<file path="src/common/phy_vendor_cfg.svh">
// Offsets, field positions, reset values and timing counts
`ifndef PHY_VENDOR_CFG_SVH
`define PHY_VENDOR_CFG_SVH

// Management register numbers
`define CFG_REG_ADDR     5'h10
`define STS_REG_ADDR     5'h11

// Configuration word fields
`define CFG_ENC_BIT      15
`define CFG_SCR_BIT      14
`define CFG_ALIGN_BIT    13
`define CFG_ADPOK_BIT    12
`define CFG_TX_BIT       10
`define CFG_FLINK_BIT    7
`define CFG_RPD_BIT      4
`define CFG_STATE_MACHINE_RESET_BIT    3
`define CFG_MFPS_BIT     2
`define CFG_SLEEP_BIT    1
`define CFG_REMOTE_LOOPOUT_BIT    0

// Status word fields
`define STS_RES_HI       15
`define STS_RES_LO       12
`define STS_ADR_HI       8
`define STS_ADR_LO       4
`define STS_MON_HI       3

// Reset values
`define RST_RPD          1'b1
`define RST_RESULT       4'hF
`define RST_ADDR         5'h00
`define RST_WORD         16'h0000

// Timing: state machine reset pulse, ns and cycles at 25 MHz
`define STATE_MACHINE_RESET_TIME_NS    320
`define CLK_PERIOD_NS    40
`define STATE_MACHINE_RESET_CYCLES     ((`STATE_MACHINE_RESET_TIME_NS + `CLK_PERIOD_NS - 1) / `CLK_PERIOD_NS)
`define STRAP_SETTLE     3'h4

`endif

</file>
<file path="src/common/phy_vendor_pkg.sv">
// Types shared by the vendor configuration and status register block
package phy_vendor_pkg;

	// Negotiation monitor codes
	typedef enum logic [3:0] {
		MON_IDLE       = 4'b0000,
		MON_ABIL_MATCH = 4'b0001,
		MON_ACK_MATCH  = 4'b0010,
		MON_ACK_FAIL   = 4'b0011,
		MON_CONS_MATCH = 4'b0100,
		MON_CONS_FAIL  = 4'b0101,
		MON_PD_READY   = 4'b0110,
		MON_PD_FAIL    = 4'b0111,
		MON_DONE       = 4'b1000
	} neg_monitor_e;

	// State machine reset sequencer states
	typedef enum logic [0:0] {
		SEQ_IDLE = 1'b0,
		SEQ_HOLD = 1'b1
	} seq_state_e;

endpackage

</file>
<file path="src/pin_sync.sv">
// Three-flop synchroniser that accepts a change once stages two and three agree
`timescale 1ns/1ps
module pin_sync #(
	parameter int WIDTH = 5
) (
	input  wire logic             i_clock,
	input  wire logic             i_sys_rst,
	input  wire logic [WIDTH-1:0] i_pin,
	output logic      [WIDTH-1:0] o_level
);
	logic [WIDTH-1:0] meta_q;   // First stage, read only by stage two
	logic [WIDTH-1:0] s2_q;     // Second stage
	logic [WIDTH-1:0] s3_q;     // Third stage
	logic [WIDTH-1:0] level_q;  // Accepted level
	wire              agree;    // Stages two and three match

	assign agree   = (s2_q == s3_q);
	assign o_level = level_q;

	// Shift chain
	always_ff @(posedge i_clock or posedge i_sys_rst) begin
		if (i_sys_rst) begin
			meta_q <= '0;
			s2_q   <= '0;
			s3_q   <= '0;
		end else begin
			meta_q <= i_pin;
			s2_q   <= meta_q;
			s3_q   <= s2_q;
		end
	end

	// Accept only a settled value
	always_ff @(posedge i_clock or posedge i_sys_rst) begin
		if (i_sys_rst) begin
			level_q <= '0;
		end else if (agree) begin
			level_q <= s3_q;
		end
	end
endmodule // pin_sync

</file>
<file path="src/sm_reset_seq.sv">
// Timed reset pulse for the PHY state machines
`timescale 1ns/1ps
`include "phy_vendor_cfg.svh"
module sm_reset_seq
	import phy_vendor_pkg::*;
#(
	parameter int CYCLES = `STATE_MACHINE_RESET_CYCLES
) (
	input  wire logic i_clock,
	input  wire logic i_sys_rst,
	input  wire logic i_start,
	output logic      o_busy
);
	seq_state_e state_q;  // Sequencer state
	seq_state_e state_d;
	logic [7:0] cnt_q;    // Cycles left in pulse
	logic [7:0] cnt_d;
	wire        last;     // Final cycle of pulse

	assign last   = (cnt_q == 8'h01);
	assign o_busy = (state_q == SEQ_HOLD);

	// Next state
	always_comb begin
		state_d = state_q;
		cnt_d   = cnt_q;
		case (state_q)
			SEQ_IDLE: begin
				if (i_start) begin
					state_d = SEQ_HOLD;
					cnt_d   = 8'(CYCLES);
				end
			end
			SEQ_HOLD: begin
				// Restart keeps the pulse going
				if (i_start) begin
					cnt_d = 8'(CYCLES);
				end else if (last) begin
					state_d = SEQ_IDLE;
					cnt_d   = 8'h00;
				end else begin
					cnt_d = cnt_q - 8'h01;
				end
			end
			default: begin
				state_d = SEQ_IDLE;
			end
		endcase
	end

	// State register
	always_ff @(posedge i_clock or posedge i_sys_rst) begin
		if (i_sys_rst) begin
			state_q <= SEQ_IDLE;
			cnt_q   <= 8'h00;
		end else begin
			state_q <= state_d;
			cnt_q   <= cnt_d;
		end
	end
endmodule // sm_reset_seq

</file>
<file path="src/phy_vendor_regs.sv">
// Vendor configuration and status registers of the 10/100 PHY
`timescale 1ns/1ps
`include "phy_vendor_cfg.svh"
// Summary of operation
// - Encoding bypass skips 4B5B both ways
// - Scrambler bypass skips scramble and descramble
// - Alignment bypass skips receive and transmit coding
// - 100BASE-TX status bit always reads one
// - Forced link reports good 100M link
// - Auto reduced power enable resets to one
// - State machine reset self-clears when done
// - Preamble suppression resets off, one enables
// - Sleep powers down all but clocks
// - Wake restores configuration, resets state machines
// - Remote loopout returns receive data to transmit
// - Negotiation result bits load, reset to ones
// - Result bits meaningless outside negotiation mode
// - Station address from strap, read-write
// - Monitor code resets idle, tracks negotiation
// - Further monitor codes through completion
// - Reserved bits read zero, ignore writes
module phy_vendor_regs
	import phy_vendor_pkg::*;
#(
	parameter int STATE_MACHINE_RESET_LEN = `STATE_MACHINE_RESET_CYCLES
) (
	input  wire logic        i_clock,
	input  wire logic        i_sys_rst,
	// Management register access
	input  wire logic [4:0]  i_reg_addr,
	input  wire logic        i_reg_wr,
	input  wire logic        i_reg_rd,
	input  wire logic [15:0] i_reg_wdata,
	output logic      [15:0] o_reg_rdata,
	// Strap pins
	input  wire logic [4:0]  i_strap_addr,
	// Negotiation engine, same clock
	input  wire logic        i_an_mode,
	input  wire logic        i_an_done,
	input  wire logic [3:0]  i_an_result,
	input  wire logic [3:0]  i_an_monitor,
	// Datapath controls
	output logic             o_encoding_bypass,
	output logic             o_scrambler_bypass,
	output logic             o_alignment_bypass,
	output logic             o_adaptation_ok_bypass,
	output logic             o_force_link_100,
	output logic             o_auto_reduced_power_enable,
	output logic             o_state_machine_reset,
	output logic             o_preamble_suppress_control,
	output logic             o_sleep,
	output logic             o_remote_loopout,
	output logic             o_result_valid
);

	// Configuration bits
	logic       enc_q;        // Encoding bypass
	logic       scr_q;        // Scrambler bypass
	logic       align_q;      // Alignment bypass
	logic       adpok_q;      // Adaptation ok bypass
	logic       flink_q;      // Forced 100M link
	logic       rpd_q;        // Auto reduced power
	logic       mfps_q;       // Preamble suppression
	logic       sleep_q;      // Sleep request
	logic       remote_loopout_q;      // Remote loopout
	// Status fields
	logic [3:0] result_q;     // Resolved speed and duplex
	logic [4:0] addr_q;       // Station address
	neg_monitor_e mon_q;      // Negotiation monitor
	logic       an_mode_q;    // Negotiation mode seen
	// Strap capture
	logic [2:0] settle_q;     // Cycles since reset release, covers synchroniser fill
	logic       strap_done_q; // Address already loaded
	logic [15:0] rdata_q;     // Read data holding
	logic       busy;         // Sequencer pulse

	// Strap passes through synchroniser
	wire  [4:0] strap_lvl;

	// Decoded accesses
	wire        hit_cfg;      // Address is configuration word
	wire        hit_sts;      // Address is status word
	wire        wr_cfg;       // Write to configuration
	wire        wr_sts;       // Write to status
	wire        state_machine_reset_req;    // Management asked for reset
	wire        wake;         // Sleep bit falls
	wire        seq_start;    // Start reset sequencer
	wire [15:0] cfg_word;     // Configuration read view
	wire [15:0] sts_word;     // Status read view
	wire [15:0] rd_mux;       // Selected read data
	wire        strap_load;   // Load address from strap
	neg_monitor_e mon_next;   // Legalised monitor code

	// Map unknown monitor values to idle
	function automatic neg_monitor_e legal_mon(input logic [3:0] code);
		neg_monitor_e r;
		r = MON_IDLE;
		if (code <= 4'h8) begin
			r = neg_monitor_e'(code);
		end
		return r;
	endfunction

	// Address compare shared by read and write paths
	function automatic logic addr_is(input logic [4:0] a, input logic [4:0] b);
		return (a == b);
	endfunction

	// Access decode
	assign hit_cfg   = addr_is(i_reg_addr, `CFG_REG_ADDR);
	assign hit_sts   = addr_is(i_reg_addr, `STS_REG_ADDR);
	assign wr_cfg    = i_reg_wr && hit_cfg;
	assign wr_sts    = i_reg_wr && hit_sts;
	// Only a written one to the reset bit makes a management reset request
	assign state_machine_reset_req = wr_cfg && i_reg_wdata[`CFG_STATE_MACHINE_RESET_BIT];
	// Leaving sleep also resets the state machines
	assign wake      = wr_cfg && sleep_q && !i_reg_wdata[`CFG_SLEEP_BIT];
	assign seq_start = state_machine_reset_req || wake;
	assign mon_next  = legal_mon(i_an_monitor);

	// Configuration read view; reserved read zero, TX reads one
	assign cfg_word = {enc_q, scr_q, align_q, adpok_q, 1'b0, 1'b1,
		2'b00, flink_q, 2'b00, rpd_q, busy, mfps_q, sleep_q, remote_loopout_q};
	// Status read view; bits 11..9 reserved
	assign sts_word = {result_q, 3'b000, addr_q, mon_q};

	// Read select; unmapped numbers read zero
	assign rd_mux = hit_cfg ? cfg_word : (hit_sts ? sts_word : `RST_WORD);

	// Strap address is taken once the synchroniser has filled
	assign strap_load = !strap_done_q && (settle_q == `STRAP_SETTLE);

	// Strap pin synchroniser
	pin_sync #(
		.WIDTH (5)
	) u_strap_sync (
		.i_clock   (i_clock),
		.i_sys_rst (i_sys_rst),
		.i_pin     (i_strap_addr),
		.o_level   (strap_lvl)
	);

	// Timed state machine reset pulse
	sm_reset_seq #(
		.CYCLES (STATE_MACHINE_RESET_LEN)
	) u_sm_reset (
		.i_clock   (i_clock),
		.i_sys_rst (i_sys_rst),
		.i_start   (seq_start),
		.o_busy    (busy)
	);

	// Writable configuration bits
	always_ff @(posedge i_clock or posedge i_sys_rst) begin
		if (i_sys_rst) begin
			enc_q   <= 1'b0;
			scr_q   <= 1'b0;
			align_q <= 1'b0;
			adpok_q <= 1'b0;
			flink_q <= 1'b0;
			rpd_q   <= `RST_RPD;
			mfps_q  <= 1'b0;
			sleep_q <= 1'b0;
			remote_loopout_q <= 1'b0;
		end else if (wr_cfg) begin
			// Bits 11..8, 6, 5 and 3 are not stored
			enc_q   <= i_reg_wdata[`CFG_ENC_BIT];
			scr_q   <= i_reg_wdata[`CFG_SCR_BIT];
			align_q <= i_reg_wdata[`CFG_ALIGN_BIT];
			adpok_q <= i_reg_wdata[`CFG_ADPOK_BIT];
			flink_q <= i_reg_wdata[`CFG_FLINK_BIT];
			rpd_q   <= i_reg_wdata[`CFG_RPD_BIT];
			mfps_q  <= i_reg_wdata[`CFG_MFPS_BIT];
			sleep_q <= i_reg_wdata[`CFG_SLEEP_BIT];
			remote_loopout_q <= i_reg_wdata[`CFG_REMOTE_LOOPOUT_BIT];
		end
	end

	// Datapath controls; held through sleep so wake restores them
	always_ff @(posedge i_clock or posedge i_sys_rst) begin
		if (i_sys_rst) begin
			o_encoding_bypass           <= 1'b0;
			o_scrambler_bypass          <= 1'b0;
			o_alignment_bypass          <= 1'b0;
			o_adaptation_ok_bypass      <= 1'b0;
			o_force_link_100            <= 1'b0;
			o_auto_reduced_power_enable <= `RST_RPD;
			o_state_machine_reset       <= 1'b0;
			o_preamble_suppress_control <= 1'b0;
			o_sleep                     <= 1'b0;
			o_remote_loopout            <= 1'b0;
		end else begin
			o_encoding_bypass           <= enc_q;
			o_scrambler_bypass          <= scr_q;
			o_alignment_bypass          <= align_q;
			o_adaptation_ok_bypass      <= adpok_q;
			o_force_link_100            <= flink_q;
			o_auto_reduced_power_enable <= rpd_q;
			o_state_machine_reset       <= busy;
			o_preamble_suppress_control <= mfps_q;
			o_sleep                     <= sleep_q;
			o_remote_loopout            <= remote_loopout_q;
		end
	end

	// Negotiation result and monitor, hardware owned
	always_ff @(posedge i_clock or posedge i_sys_rst) begin
		if (i_sys_rst) begin
			result_q  <= `RST_RESULT;
			mon_q     <= MON_IDLE;
			an_mode_q <= 1'b0;
		end else begin
			// Status writes never reach these fields
			if (i_an_done) begin
				result_q <= i_an_result;
			end
			mon_q     <= mon_next;
			an_mode_q <= i_an_mode;
		end
	end

	// Result flagged usable only in negotiation mode
	always_ff @(posedge i_clock or posedge i_sys_rst) begin
		if (i_sys_rst) begin
			o_result_valid <= 1'b0;
		end else begin
			o_result_valid <= an_mode_q && (mon_q == MON_DONE);
		end
	end

	// Reset release counter for strap capture
	always_ff @(posedge i_clock or posedge i_sys_rst) begin
		if (i_sys_rst) begin
			settle_q <= 3'h0;
		end else if (settle_q != `STRAP_SETTLE) begin
			settle_q <= settle_q + 3'h1;
		end
	end

	// Station address: strap once, then management writes
	always_ff @(posedge i_clock or posedge i_sys_rst) begin
		if (i_sys_rst) begin
			addr_q       <= `RST_ADDR;
			strap_done_q <= 1'b0;
		end else if (wr_sts) begin
			addr_q       <= i_reg_wdata[`STS_ADR_HI:`STS_ADR_LO];
			strap_done_q <= 1'b1;
		end else if (strap_load) begin
			addr_q       <= strap_lvl;
			strap_done_q <= 1'b1;
		end
	end

	// Registered read data
	always_ff @(posedge i_clock or posedge i_sys_rst) begin
		if (i_sys_rst) begin
			rdata_q <= `RST_WORD;
		end else if (i_reg_rd) begin
			rdata_q <= rd_mux;
		end
	end

	assign o_reg_rdata = rdata_q;

	// Busy cycles since the last start, for the length check
	logic [7:0] busy_run_q;
	always_ff @(posedge i_clock or posedge i_sys_rst) begin
		if (i_sys_rst) begin
			busy_run_q <= 8'h00;
		end else if (seq_start) begin
			busy_run_q <= 8'h00;
		end else if (busy) begin
			busy_run_q <= busy_run_q + 8'h01;
		end
	end
endmodule // phy_vendor_regs

</file>
<file path="config.mk">
export PLATFORM = sky130hd
export DESIGN_NAME = phy_vendor_regs
export DESIGN_NICKNAME = d
export VERILOG_FILES = /design/src/common/phy_vendor_pkg.sv /design/src/pin_sync.sv /design/src/sm_reset_seq.sv /design/src/phy_vendor_regs.sv
export VERILOG_INCLUDE_DIRS = /design/src /design/src/common
export SDC_FILE = /design/constraint.sdc
export NUM_CORES = 1
export LEC_CHECK = 0
export BUFFER_PORTS_ARGS = -buffer_cell sky130_fd_sc_hd__clkbuf_2
export CORE_ASPECT_RATIO = 1.75
export CORE_MARGIN = 5
export CORE_UTILIZATION = 58
export DETAILED_ROUTE_END_ITERATION = 6
export GPL_TIMING_DRIVEN = 0
export PLACE_DENSITY = 0.84
export SLEW_MARGIN = 20
export SYNTH_ARGS = -nofsm -noshare
export SYNTH_HDL_FRONTEND = slang
export SYNTH_HIERARCHICAL = 1
export SYNTH_SLANG_ARGS = --single-unit
</file>
<file path="constraint.sdc">
create_clock -name i_clock -period 3.5 [get_ports i_clock]
set_input_delay 0.7 -clock i_clock [delete_from_list [all_inputs] [get_ports i_clock]]
set_output_delay 0.7 -clock i_clock [all_outputs]
set_load 0.01 [all_outputs]
</file>
# After elaboration in Yosys (flattened, before gate mapping)
# Cells that the tools add are included.
# totals
rom_bits,0
n_memories,0
ff_bits,83
ram_bits,0
wordCells,71
latchBits,0
out_inout_bits,27
inputBits,40
# op_classes
mux,15
shift,0
div,0
multipliers,0
n_bitwise,1
addsub,2
n_eq_ne,8
reduce_logical,11
order_cmp,1
# op_table
op,n
$mux 16,2
$mux 8,3
$pmux 8 s2,1
$eq 5x5->1 const B,2
$mux 5,2
$eq 8x1->1 const B,1
$sub 8x1->8 const B,1
$logic_and 1x1->1,7
$eq 5x5->1,1
$mux 1,5
$eq 4x4->1 const B,1
$le 4x4->1 const B,1
$mux 4,1
$add 3x1->3 const B,1
$eq 3x3->1 const B,1
$ne 3x3->1 const B,1
$logic_not 1->1,2
$ne 2x2->1 const B,1
$pmux 1 s2,1
$reduce_bool 2->1,1
$logic_or 1x1->1,1
$not 1->1,1

# Logic depth before layout (Yosys ltp)
# Gate-level depths: netlist of run 1.
# depth
depth_word,7
ltp_mapped,7
depth_no_buf,6

# By module
# The synthesis of run 1 kept the hierarchy.
# by_module_without_submodules
module,n_inst,cells_each,area_each_um2,seq_area_each_um2
phy_vendor_regs,1,137,2059.5,1308.8
pin_sync,1,36,658.1,500.5
sm_reset_seq,1,53,525.5,225.2

# Least setup slack after synthesis of run 1
# Ideal clock, no wire load.
# synth_timing
path_kind,input port to flip-flop
startpoint,input i_reg_addr[2]
endpoint,register u_sm_reset.cnt_q[6]
setup_time_ns,0.125
stages,6
slack_ns,1.563
arrival_ns,1.812
path_buffers,1
required_time_ns,3.375
path_cell_list,and4bb_2 -> nand2_4 -> nor2_1 -> buf_2 -> nor3_1 -> mux2_2
# synth_between
elab_chain_len,7
word_cells_on_any_way,9
cone_classes,eq/ne: 2; mux: 2; reduce/logical: 5
# synth_rtl
item,line,text
"start, declared",phy_vendor_regs.sv:30,"input wire logic [4:0] i_reg_addr,"
$eq 5x5->1 *,phy_vendor_regs.sv:106,return (a == b);
$logic_and 1x1->1 *,phy_vendor_regs.sv:112,assign wr_cfg = i_reg_wr && hit_cfg;
$logic_and 1x1->1 (2 in series),phy_vendor_regs.sv:117,assign wake = wr_cfg && sleep_q && !i_reg_wdata[`CFG_SLEEP_BIT];
$logic_or 1x1->1 *,phy_vendor_regs.sv:118,assign seq_start = state_machine_reset_req || wake;
via seq_start,phy_vendor_regs.sv:87,wire seq_start;
$mux 8,sm_reset_seq.sv:36,if (i_start) begin
$pmux 8 s2,sm_reset_seq.sv:27,case (state_q)
"end signal, assigned",sm_reset_seq.sv:58,cnt_q <= cnt_d;
"end, declared",sm_reset_seq.sv:16,logic [7:0] cnt_q;
# The timed path passes the listed nets; every way through them passes the cells marked *.
# A chain may end at the register's enable or synchronous reset.

# Final worst setup path of run 1
# layout_timing
startpoint,register u_sm_reset.cnt_q[1]
endpoint,register u_sm_reset.cnt_q[0]
# layout_between
elab_chain_len,4
# layout_rtl
item,line,text
$eq 8x1->1,sm_reset_seq.sv:20,assign last = (cnt_q == 8'h01);
$mux 8,sm_reset_seq.sv:38,end else if (last) begin
$mux 8,sm_reset_seq.sv:36,
$pmux 8 s2,sm_reset_seq.sv:27,
# Every way passes these cells.

==> out/qor.yml, run 1 <==
post_cts.repair.setup_buffers: 0
relSlewSlack: 0.536
drtPass1Iterations: 4
path_class: "flip-flop to flip-flop"
ys.flop_type: "dfrtp_1"
avgSynthCellArea_um2: 14.4
worst_path_largest_cell_delay_ns: 0.50
cp-end-kind: "flip-flop"
status: "finished, final reports clean"
drt.antenna.violating_nets: 0
synth_most_common_cell: "dfrtp_1"
final_max_slew_viol_count: 0
syn_inst: 226
startpoint: "u_sm_reset/cnt_q[1]"
power_density_nw_per_um2: 582
place.gp.congestion: 0.879
clk_latency_ns: 0.35
fp.dieW_um: 66.5
core_um2: 5500
remaining_drc_errors: 0
cts.htree.levels: 3
antenna_found_initial: 0
grt_pass1_wl_um: 10000
synth_area_um2: 3240
max_freq_ghz: 0.511
reg2reg_from: "u_sm_reset/cnt_q[1]"
vias: 2086
grt_pass1_vias: 2135
drv_cap: 0
peakVddDrop_v: 0.000455
via_per_inst: 5.48
yosysUniqueCellTypes: 49
synth_edf_count: 0
dieArea_um2: 7250
cts_tree: "built"
final-hold-violation-count: 0
io_buffers: 61
synth-seq-area-share: 0.627
fin_crit_sh: 0.559
slowest_stage: "or4b_4"
ctsRootBufferMaster: "clkbuf_8"
nNetsFinal: 344
drtIter0Drc: 169
tns_ns: 0
synth_area_leader_cell: "dfrtp_1"
wirelength_um: 6040
async_reset_ff_frac: 1.00
cp-start-kind: "flip-flop"
critical_path_buf_inv_count: 1
worstSetupPathDepth: 5
rsz0062_at_grt: "no"
wire_per_inst_um: 15.9
numClockSinks: 81
row_count: 36
insertedDiodeCount: 0
start_util: 0.590
dp_hpwl_um: 4400
crit_chain: "inv_1 -> ha_1 -> or4b_4 -> or4_4 -> a31o_2"
reg2regPathDepth: 5
track_usage: 0.189
fp.dieH_um: 109
grt_overflow: 0
crit_family: "simple AND/OR/NAND/NOR gates"
syn_to_final_growth_pct: 19.2
synth_warnings: 6
synth.area.top_cells: "dfrtp_1 (58%), dfstp_2 (4.9%), mux2_2 (4.9%)"
postCtsHoldBufs: 0
ioPinCount: 67
yosys-top-cells-count: "dfrtp_1 (75), nor2b_1 (15), mux2_2 (14)"
fillers: 410
cts-buffers-inserted: 9
yosys_register_bits: 81
netlist.area_leader.share: 0.579
layout-drive-gt1-share: 0.420
cp.arrival_ns: 2.20
p_leak_nw: 1.96
hp-class: "primary input to asynchronous set/reset pin"
ctsResizeCount: 0
clkSlewWorstSetupHoldPaths_ns: 0.08
setup_viol: 0
grt_max_degree: 30
worst_slew_pin_slew_ns: 0.696
cp_max_fo: 4
skew_ns: 0.0101
crit_required_ns: 3.75
clockBufferDepth: 2
fin_util: 0.704
fin_crit_ns: 1.96
## sequential cells by signal, summed over array words and instances (netlist names), 5 cells and up
signal and flops:
addr_q 5, u_strap_sync/s2_q 5, u_strap_sync/meta_q 5, u_strap_sync/s3_q 5
u_strap_sync/o_level 5, u_sm_reset/cnt_q 8, o_reg_rdata 14
## per-stage QoR
stage | worst slack, ns | cells | hold slack (ns) | total power [W] | instance area, um^2
global route | 1.48 | 381 | 0.347 | 0.00237 | 3870
detailed placement | 1.28 | 365 | 0.336 | 0.00159 | 3670
finish | 1.54 | 381 | 0.328 | 0.00225 | 3870
floorplan | 1.55 | 227 | 0.331 | 0.00146 | 3250
CTS | 1.55 | 381 | 0.312 | 0.00227 | 3870
global placement | 1.01 | 364 | 0.332 | 0.00156 | 3650
## cells by family after synthesis
group,synth area share
simple gates,0.129
xor+xnor,0.0135
mux,0.112
compound gates,0.0752
flops,0.627
other cells,0.00116
buf+inv,0.0262
fa+ha+maj,0.0154
## worst register-to-register path, stage by stage (launching register included)
cell and delay, ns:
dfrtp_1 0.41, inv_1 0.08, ha_1 0.17, or4b_4 0.50, or4_4 0.45, a31o_2 0.24
## final cells by class
cell class,instances,area [um^2],share of cell area
Sequential cell,81,2030,0.526
Tap cell,76,95.1,0.0246
Clock inverter,3,40.0,0.0104
Multi-Input combinational cell,129,1130,0.292
Timing Repair Buffer,62,325,0.0841
Inverter,10,37.5,0.00971
Clock buffer,13,159,0.0411
Buffer,7,47.5,0.0123
## metal layers
| metal | share of wire | up-vias | GRT usage |
|---|---|---|---|
| met4 | 0.036 | 0 | 0.0916 |
| met3 | 0.058 | 19 | 0.0598 |
| met1 | 0.39 | 1039 | 0.223 |
| met2 | 0.51 | 71 | 0.308 |
| li1 | - | 957 | - |
| met5 | 0 | - | 0 |
## cells in the final DEF, fill, tap and decap left out, drive strengths merged, types with 5 or more instances in the layout
cell	instances
nor3	5
nand2	9
nor2b	15
dfrtp	75
dfstp	6
buf	7
clkbuf	75
nor2	12
mux2	28
inv	10
a221o	10
## where the power goes
group	switching, W	total [W]	internal, W
Sequential	0.000115	0.00120	0.00108
Combinational	0.000168	0.000378	0.000211
Clock	0.000307	0.000674	0.000367
## worst paths after layout
check                                             to  slack, ns
worst max-delay path             u_sm_reset/cnt_q[0]       1.54
min in group i_clock            u_strap_sync/s2_q[1]       0.35
worst max register to register   u_sm_reset/cnt_q[0]       1.54
worst min register to register  u_strap_sync/s2_q[1]       0.35
worst min-delay path             u_sm_reset/cnt_q[2]       0.33
max in group asynchronous                result_q[0]       2.51
No activity file was read; power rests on OpenSTA's default activity.
==> run 2: changes to the inputs <==
--- a/config.mk
+++ b/config.mk
@@ -9,10 +9,10 @@
 export BUFFER_PORTS_ARGS = -buffer_cell sky130_fd_sc_hd__clkbuf_2
 export CORE_ASPECT_RATIO = 1.75
 export CORE_MARGIN = 5
-export CORE_UTILIZATION = 58
+export CORE_UTILIZATION = 49
 export DETAILED_ROUTE_END_ITERATION = 6
 export GPL_TIMING_DRIVEN = 0
-export PLACE_DENSITY = 0.84
+export PLACE_DENSITY = 0.75
 export SLEW_MARGIN = 20
 export SYNTH_ARGS = -nofsm -noshare
 export SYNTH_HDL_FRONTEND = slang
==> constraint.sdc (replaced) <==
create_clock -name i_clock -period 1.8 [get_ports i_clock]
set_input_delay 0.36 -clock i_clock [delete_from_list [all_inputs] [get_ports i_clock]]
set_output_delay 0.36 -clock i_clock [all_outputs]
set_load 0.01 [all_outputs]
==> run 2 against run 1 <==
Net effect: the run now ends with negative setup slack left; non-clock buffer count increased by 7; total power increased by 120%; setup slack worse by 1.6 ns; critical path type unchanged; largest cell class unchanged; final cell count rose by 3.4%; sequential share of layout area is 2.2 points lower; global-route usage fell by 3.0 points; cell area grew 4.4%; maximum frequency is 5.7% higher; combinational power up 130%; flip-flop and latch count is the same; critical path depth unchanged; clock skew decreased by 0.0040 ns.
==> out/qor.yml, run 2 (synthesis gave the netlist of run 1 again) <==
antenna_found_initial: 0  # unchanged
rsz0062_at_grt: "yes"
grt_pass1_wl_um: 10400  # +4.1%
multi_input_area_um2: 1150  # +1.9%
path_class: "flip-flop to flip-flop"
dieArea_um2: 8410  # +16%
largest_reg_flops: 14  # unchanged
drv_cap: 0  # unchanged
seq_area_um2: 2040  # about the same
final-hold-violation-count: 0  # unchanged
start_util: 0.500  # -0.0905
worst_slew_pin_slew_ns: 0.700  # +0.00395 ns
final_max_slew_viol_count: 0  # unchanged
skew_ns: 0.00617  # -0.00396 ns
via_per_inst: 5.16  # -5.8%
drt.antenna.violating_nets: 0  # unchanged
drtPass1Iterations: 4  # unchanged
postCtsHoldBufs: 0  # unchanged
crit_required_ns: 2.02  # -1.73 ns
insertedDiodeCount: 0  # unchanged
crit_family: "simple AND/OR/NAND/NOR gates"
drtIter0Drc: 162  # -4.1%
cp_max_fo: 3  # -1
remaining_drc_errors: 0  # unchanged
p_leak_nw: 2.04  # +3.9%
fin_crit_sh: 1.03  # +0.470
place.gp.congestion: 0.758  # -14%
worst_path_largest_cell_delay_ns: 0.46  # -0.04 ns
fillers: 480  # +17%
power_density_nw_per_um2: 1210  # +110%
grt_overflow: 0  # unchanged
hp-class: "primary input to asynchronous set/reset pin"
cp-start-kind: "flip-flop"
ctsRootBufferMaster: "clkbuf_16"
vias: 2033  # -2.5%
reg2regPathDepth: 5  # unchanged
final_common_cell: "dfrtp_1"
wirelength_um: 6190  # +2.5%
cts_tree: "built"
failed_checks: "negative setup slack"
cp-end-kind: "flip-flop"
r2r_slack_ns: -0.05  # -1.59 ns
dp_hpwl_um: 4350  # -1.1%
track_usage: 0.159  # -0.0301
wire_per_inst_um: 15.7  # -0.90%
cts-buffers-inserted: 9  # unchanged
tns_ns: -0.0894  # -0.0894 ns
crit_chain: "inv_2 -> ha_4 -> or4b_4 -> or4_4 -> a31o_4"
cp.arrival_ns: 2.07  # -0.13 ns
clockBufferDepth: 2  # unchanged
nNetsFinal: 351  # +2.0%
slowest_stage: "or4_4"
grt_max_degree: 38  # +27%
syn_to_final_growth_pct: 24.4
worst_r2r_endpoint: "u_sm_reset/cnt_q[0]"
status: "finished, violations left"
row_count: 39  # +8.3%
fp.dieW_um: 71.5  # +7.5%
core_um2: 6490  # +18%
setup_slack_ns: -0.0530  # -1.59 ns
clk_latency_ns: 0.33  # -0.02 ns
reg2reg_from: "u_sm_reset/cnt_q[1]"
numClockSinks: 81  # unchanged
max_freq_ghz: 0.540  # +5.7%
grt_pass1_vias: 2196  # +2.9%
layout-drive-gt1-share: 0.446  # +0.0258
fp.dieH_um: 118  # +8.0%
clkSlewWorstSetupHoldPaths_ns: 0.06  # -0.02 ns
critical_path_buf_inv_count: 1  # unchanged
relSlewSlack: 0.533  # -0.00264
io_buffers: 61  # unchanged
layout_common_cells: "dfrtp_1 (74), clkbuf_2 (61), nor2b_1 (15)"
peakVddDrop_v: 0.000741  # +63%
fin_crit_ns: 1.85  # -0.105 ns
setup_viol: 3  # +3
cts.htree.levels: 3  # unchanged
total_power_w: 0.00489  # +120%
ioPinCount: 67  # unchanged
## run 2: changes by cell type in the layout (fill, tap and decap cells not counted), sizes merged
cell / delta
bufinv: -1
clkinv: +1
buf: +7
## run 2: layer usage
layer / part of all wire / vias to the layer above / global-route usage
li1: - / 966 / -
met1: 0.40 / 1004 / 0.195
met2: 0.53 / 54 / 0.253
met3: 0.057 / 9 / 0.0530
met4: 0.022 / 0 / 0.0671
met5: 0 / - / 0
## run 2: worst max-delay path by stage
stage,startpoint,end,slack (ns),cells after the start
6_report,u_sm_reset/cnt_q[1],u_sm_reset/cnt_q[0],-0.05,5
3_3_place_gp,i_sys_rst,an_mode_q,-0.39,2
5_1_grt,u_sm_reset/cnt_q[1],u_sm_reset/cnt_q[0],-0.09,5
2_1_floorplan,u_sm_reset/cnt_q[1],u_sm_reset/cnt_q[0],-0.06,5
3_5_place_dp,u_sm_reset/cnt_q[1],u_sm_reset/cnt_q[0],-0.15,5
4_1_cts,u_sm_reset/cnt_q[1],u_sm_reset/cnt_q[0],-0.10,5
## run 2: timing repair
action	in CTS	in global routing
gates resized for setup	5	1
pin swaps	4	2
setup endpoints to repair	3	4
setup buffers	4	3
## run 2: stage by stage
stage / utilization / hold slack (ns) / cells / setup WS, ns / cell area [um^2]
after global placement: 0.563 / 0.332 / 370 / -0.393 / 3650
after global routing: 0.622 / 0.0288 / 394 / -0.0875 / 4040
after CTS: 0.618 / 0.00652 / 391 / -0.102 / 4010
final: 0.622 / 0.00691 / 394 / -0.0530 / 4040
after floorplan: - / 0.188 / 227 / -0.0572 / 3250
after detailed placement: 0.566 / 0.336 / 371 / -0.152 / 3670
## run 2: area by class of cell
cell class	instances	share of cell area
clock buffer	13	0.0670
buffer	7	0.0118
timing repair buffer	69	0.0936
sequential	81	0.504
tap	82	0.0254
inverter	10	0.00930
multi-input combinational	129	0.285
clock inverter	3	0.00372
## run 2: worst reg2reg max path, cell delays in order (launching register included)
cell     delay [ns]
dfrtp_1        0.40
inv_2          0.08
ha_4           0.12
or4b_4         0.45
or4_4          0.46
a31o_4         0.23
## run 2: power breakdown
part	leakage [nW]	total [W]	internal (W)	switching [W]
sequential	1.01	0.00234	0.00211	0.000228
combinational	0.887	0.000856	0.000495	0.000360
clock	0.145	0.00170	0.00104	0.000656
==> run 3: changes to the inputs <==
--- a/config.mk
+++ b/config.mk
@@ -6,6 +6,7 @@
 export SDC_FILE = /design/constraint.sdc
 export NUM_CORES = 1
 export LEC_CHECK = 0
+export ABC_AREA = 1
 export BUFFER_PORTS_ARGS = -buffer_cell sky130_fd_sc_hd__clkbuf_2
 export CORE_ASPECT_RATIO = 1.75
 export CORE_MARGIN = 5
==> run 3 against run 2 <==
Net effect: the flow now finishes without violations; routed wire length increased by 12%; die area increased by 4.4%; core utilization shrank 1.1 points; global-route usage rose by 1.6 points; via count rose by 29%; sequential share of layout area fell by 1.5 points; critical endpoint is now u_sm_reset/cnt_q[6]; largest cell class unchanged.
==> out/qor.yml, run 3 <==
layout_common_cells: "nand2_1 (102), dfrtp_1 (75), clkbuf_2 (60)"
yosys-top-cells-count: "nand2_1 (102), dfrtp_1 (75), nand3_1 (55)"
grt_overflow: 0  # unchanged
place_area_um2: 3830  # +4.4%
row_count: 40  # +2.6%
clkSlewWorstSetupHoldPaths_ns: 0.06  # about the same
whs_ns: 0.0215  # +0.0146 ns
wire_per_inst_um: 13.5  # -14%
wirelength_um: 6960  # +12%
multi_input_area_um2: 1160  # +1.1%
netlist.area_leader.share: 0.551  # -0.0276
dp_hpwl_um: 5250  # +21%
crit_required_ns: 2.01  # about the same
endpoint: "u_sm_reset/cnt_q[6]"
insertedDiodeCount: 0  # unchanged
via_per_inst: 5.08  # -1.6%
synth_area_leader_cell: "dfrtp_1"
drtPass1Iterations: 4  # unchanged
fin_crit_sh: 0.847  # -0.183
syn_inst: 353  # +56%
synth_edf_count: 0  # unchanged
fillers: 573  # +19%
clockBufferDepth: 2  # unchanged
layout-drive-gt1-share: 0.262  # -0.183
synth_most_common_cell: "nand2_1"
fin_crit_ns: 1.52  # -0.329 ns
final_common_cell: "nand2_1"
cp-start-kind: "primary input"
post_cts.repair.setup_buffers: 0  # -4
cts-buffers-inserted: 9  # unchanged
postCtsHoldBufs: 0  # unchanged
cp-end-kind: "flip-flop"
avgSynthCellArea_um2: 9.65  # -33%
cts.htree.levels: 3  # unchanged
core_um2: 6810  # +4.9%
clk_latency_ns: 0.33  # about the same
fp.dieH_um: 120  # +2.3%
grt_pass1_vias: 2646  # +20%
antenna_found_initial: 0  # unchanged
fp.dieW_um: 73.0  # +2.1%
reg2regPathDepth: 7  # +2
max_freq_ghz: 0.656  # +22%
nNetsFinal: 470  # +34%
syn_to_final_growth_pct: 22.1
cp_max_fo: 10  # +7
synth_area_um2: 3410  # +5.0%
worst_slew_pin_slew_ns: 0.730  # +0.0299 ns
largest_reg_flops: 14  # unchanged
dieArea_um2: 8780  # +4.4%
skew_ns: 0.00626  # +0.0000931 ns
r2r_slack_ns: 0.40  # +0.45 ns
ctsRootBufferMaster: "clkbuf_16"
hp-class: "primary input to asynchronous set/reset pin"
drv_cap: 0  # unchanged
io_buffers: 60  # -1.6%
startpoint: "i_reg_addr[3]"
async_reset_ff_frac: 1.00  # unchanged
cp.arrival_ns: 1.74  # -0.33 ns
drt.antenna.violating_nets: 0  # unchanged
path_class: "primary input to flip-flop"
instances_no_fill: 515  # +31%
final_max_slew_viol_count: 0  # unchanged
numClockSinks: 81  # unchanged
ys.flop_type: "dfrtp_1"
place.gp.congestion: 0.885  # +17%
worst_r2r_endpoint: "addr_q[4]"
vias: 2615  # +29%
peakVddDrop_v: 0.000560  # -24%
yosysUniqueCellTypes: 31  # -37%
setup_viol: 0  # -3
grt_pass1_wl_um: 11800  # +13%
track_usage: 0.175  # +0.0161
ctsResizeCount: 0  # -5
cts_tree: "built"
dpl.cell_count: 499  # +35%
yosys_register_bits: 81  # unchanged
fin_area_um2: 4160  # +3.0%
ioPinCount: 67  # unchanged
status: "finished, final reports clean"
setup_slack_ns: 0.276  # +0.329 ns
relSlewSlack: 0.513  # -0.0200
power_density_nw_per_um2: 1240  # +2.5%
remaining_drc_errors: 0  # unchanged
synth_warnings: 6  # unchanged
start_util: 0.500  # +0.000657
rsz0062_at_grt: "no"
drtIter0Drc: 149  # -8.0%
reg2reg_from: "settle_q[0]"
p_leak_nw: 2.24  # +10%
final-hold-violation-count: 0  # unchanged
synth-seq-area-share: 0.597  # -0.0300
seq_area_um2: 2030  # about the same
grt_max_degree: 29  # -24%
place_ws_ns: -0.0614  # +0.0903 ns
synth.area.top_cells: "dfrtp_1 (55%), nand2_1 (11%), nand3_1 (8.1%)"
==> run 3: changes by cell type in the layout (fill, tap and decap cells not counted), moves of 8 or more <==
| cell | before | now |
|---|---|---|
| a221o_1 | 10 | 0 |
| mux2_2 | 14 | 4 |
| mux2_4 | 10 | 0 |
| nor2b_1 | 15 | 0 |
| buf_4 | 10 | 2 |
| nand2_1 | 8 | 102 |
| inv_1 | 8 | 36 |
| nand3_1 | 0 | 55 |
==> run 3: cell families after synthesis <==
| kind of cell | count (synthesis) | synth area share |
|---|---|---|
| flip-flops | 81 | 0.597 |
| AND/OR/NAND/NOR | 196 | 0.274 |
| AO/OA/AOI/OAI | 15 | 0.0265 |
| multiplexers | 4 | 0.0132 |
| other | 1 | 0.00110 |
| adder cells (fa/ha/maj) | 4 | 0.0147 |
| XOR/XNOR | 4 | 0.0103 |
| buffers and inverters | 48 | 0.0628 |
==> run 3: worst min-delay path by stage <==
stage | start | endpoint | slack, ns | cells after the start
global route | i_sys_rst | u_sm_reset/cnt_q[3] | 0.04 | 2
detailed placement | u_strap_sync/meta_q[0] | u_strap_sync/s2_q[0] | 0.34 | 0
global placement | u_strap_sync/meta_q[1] | u_strap_sync/s2_q[1] | 0.33 | 0
floorplan | i_sys_rst | u_sm_reset/cnt_q[0] | 0.19 | 1
CTS | i_sys_rst | u_sm_reset/cnt_q[3] | 0.02 | 2
finish | i_sys_rst | u_sm_reset/cnt_q[5] | 0.02 | 2
==> run 3: area by class of cell <==
type,count,share of cell area
plain buffers,11,0.0181
clock buffers,12,0.0593
clock inverters,4,0.0184
inverters,37,0.0334
multi-input cells,225,0.279
flip-flops and latches,81,0.489
well taps,84,0.0253
repair buffers,61,0.0770
==> run 3: worst max-delay path, stage by stage <==
cell and delay (ns):
clkbuf_2 0.10, nor2_4 0.15, nand2_4 0.11, nor2_8 0.18
nand2_4 0.09, buf_6 0.16, nor2_2 0.14, inv_1 0.07
nand2_1 0.15, nor2_4 0.08, nand2_1 0.07, o21ai_1 0.06
==> run 3: through the flow <==
step	utilization	total power, W	TNS, ns
2_1_floorplan	-	0.00296	0
3_3_place_gp	0.560	0.00319	-20.40
3_5_place_dp	0.563	0.00326	-0.298
4_1_cts	0.611	0.00522	0
5_1_grt	0.611	0.00548	0
6_report	0.611	0.00517	0
==> run 3: report_power, final <==
| part | leakage [nW] | total [W] | internal [W] | switching, W |
|---|---|---|---|---|
| combinational | 1.09 | 0.000909 | 0.000344 | 0.000565 |
| sequential | 1.00 | 0.00232 | 0.00211 | 0.000204 |
| clock | 0.153 | 0.00194 | 0.00125 | 0.000687 |
| total | 2.24 | 0.00517 | 0.00371 | 0.00146 |
==> run 3: metal layers <==
| metal | track usage | part of all wire |
|---|---|---|
| met5 | 0 | 0 |
| met4 | 0.0855 | 0.025 |
| met3 | 0.0507 | 0.073 |
| met2 | 0.299 | 0.53 |
| met1 | 0.193 | 0.37 |
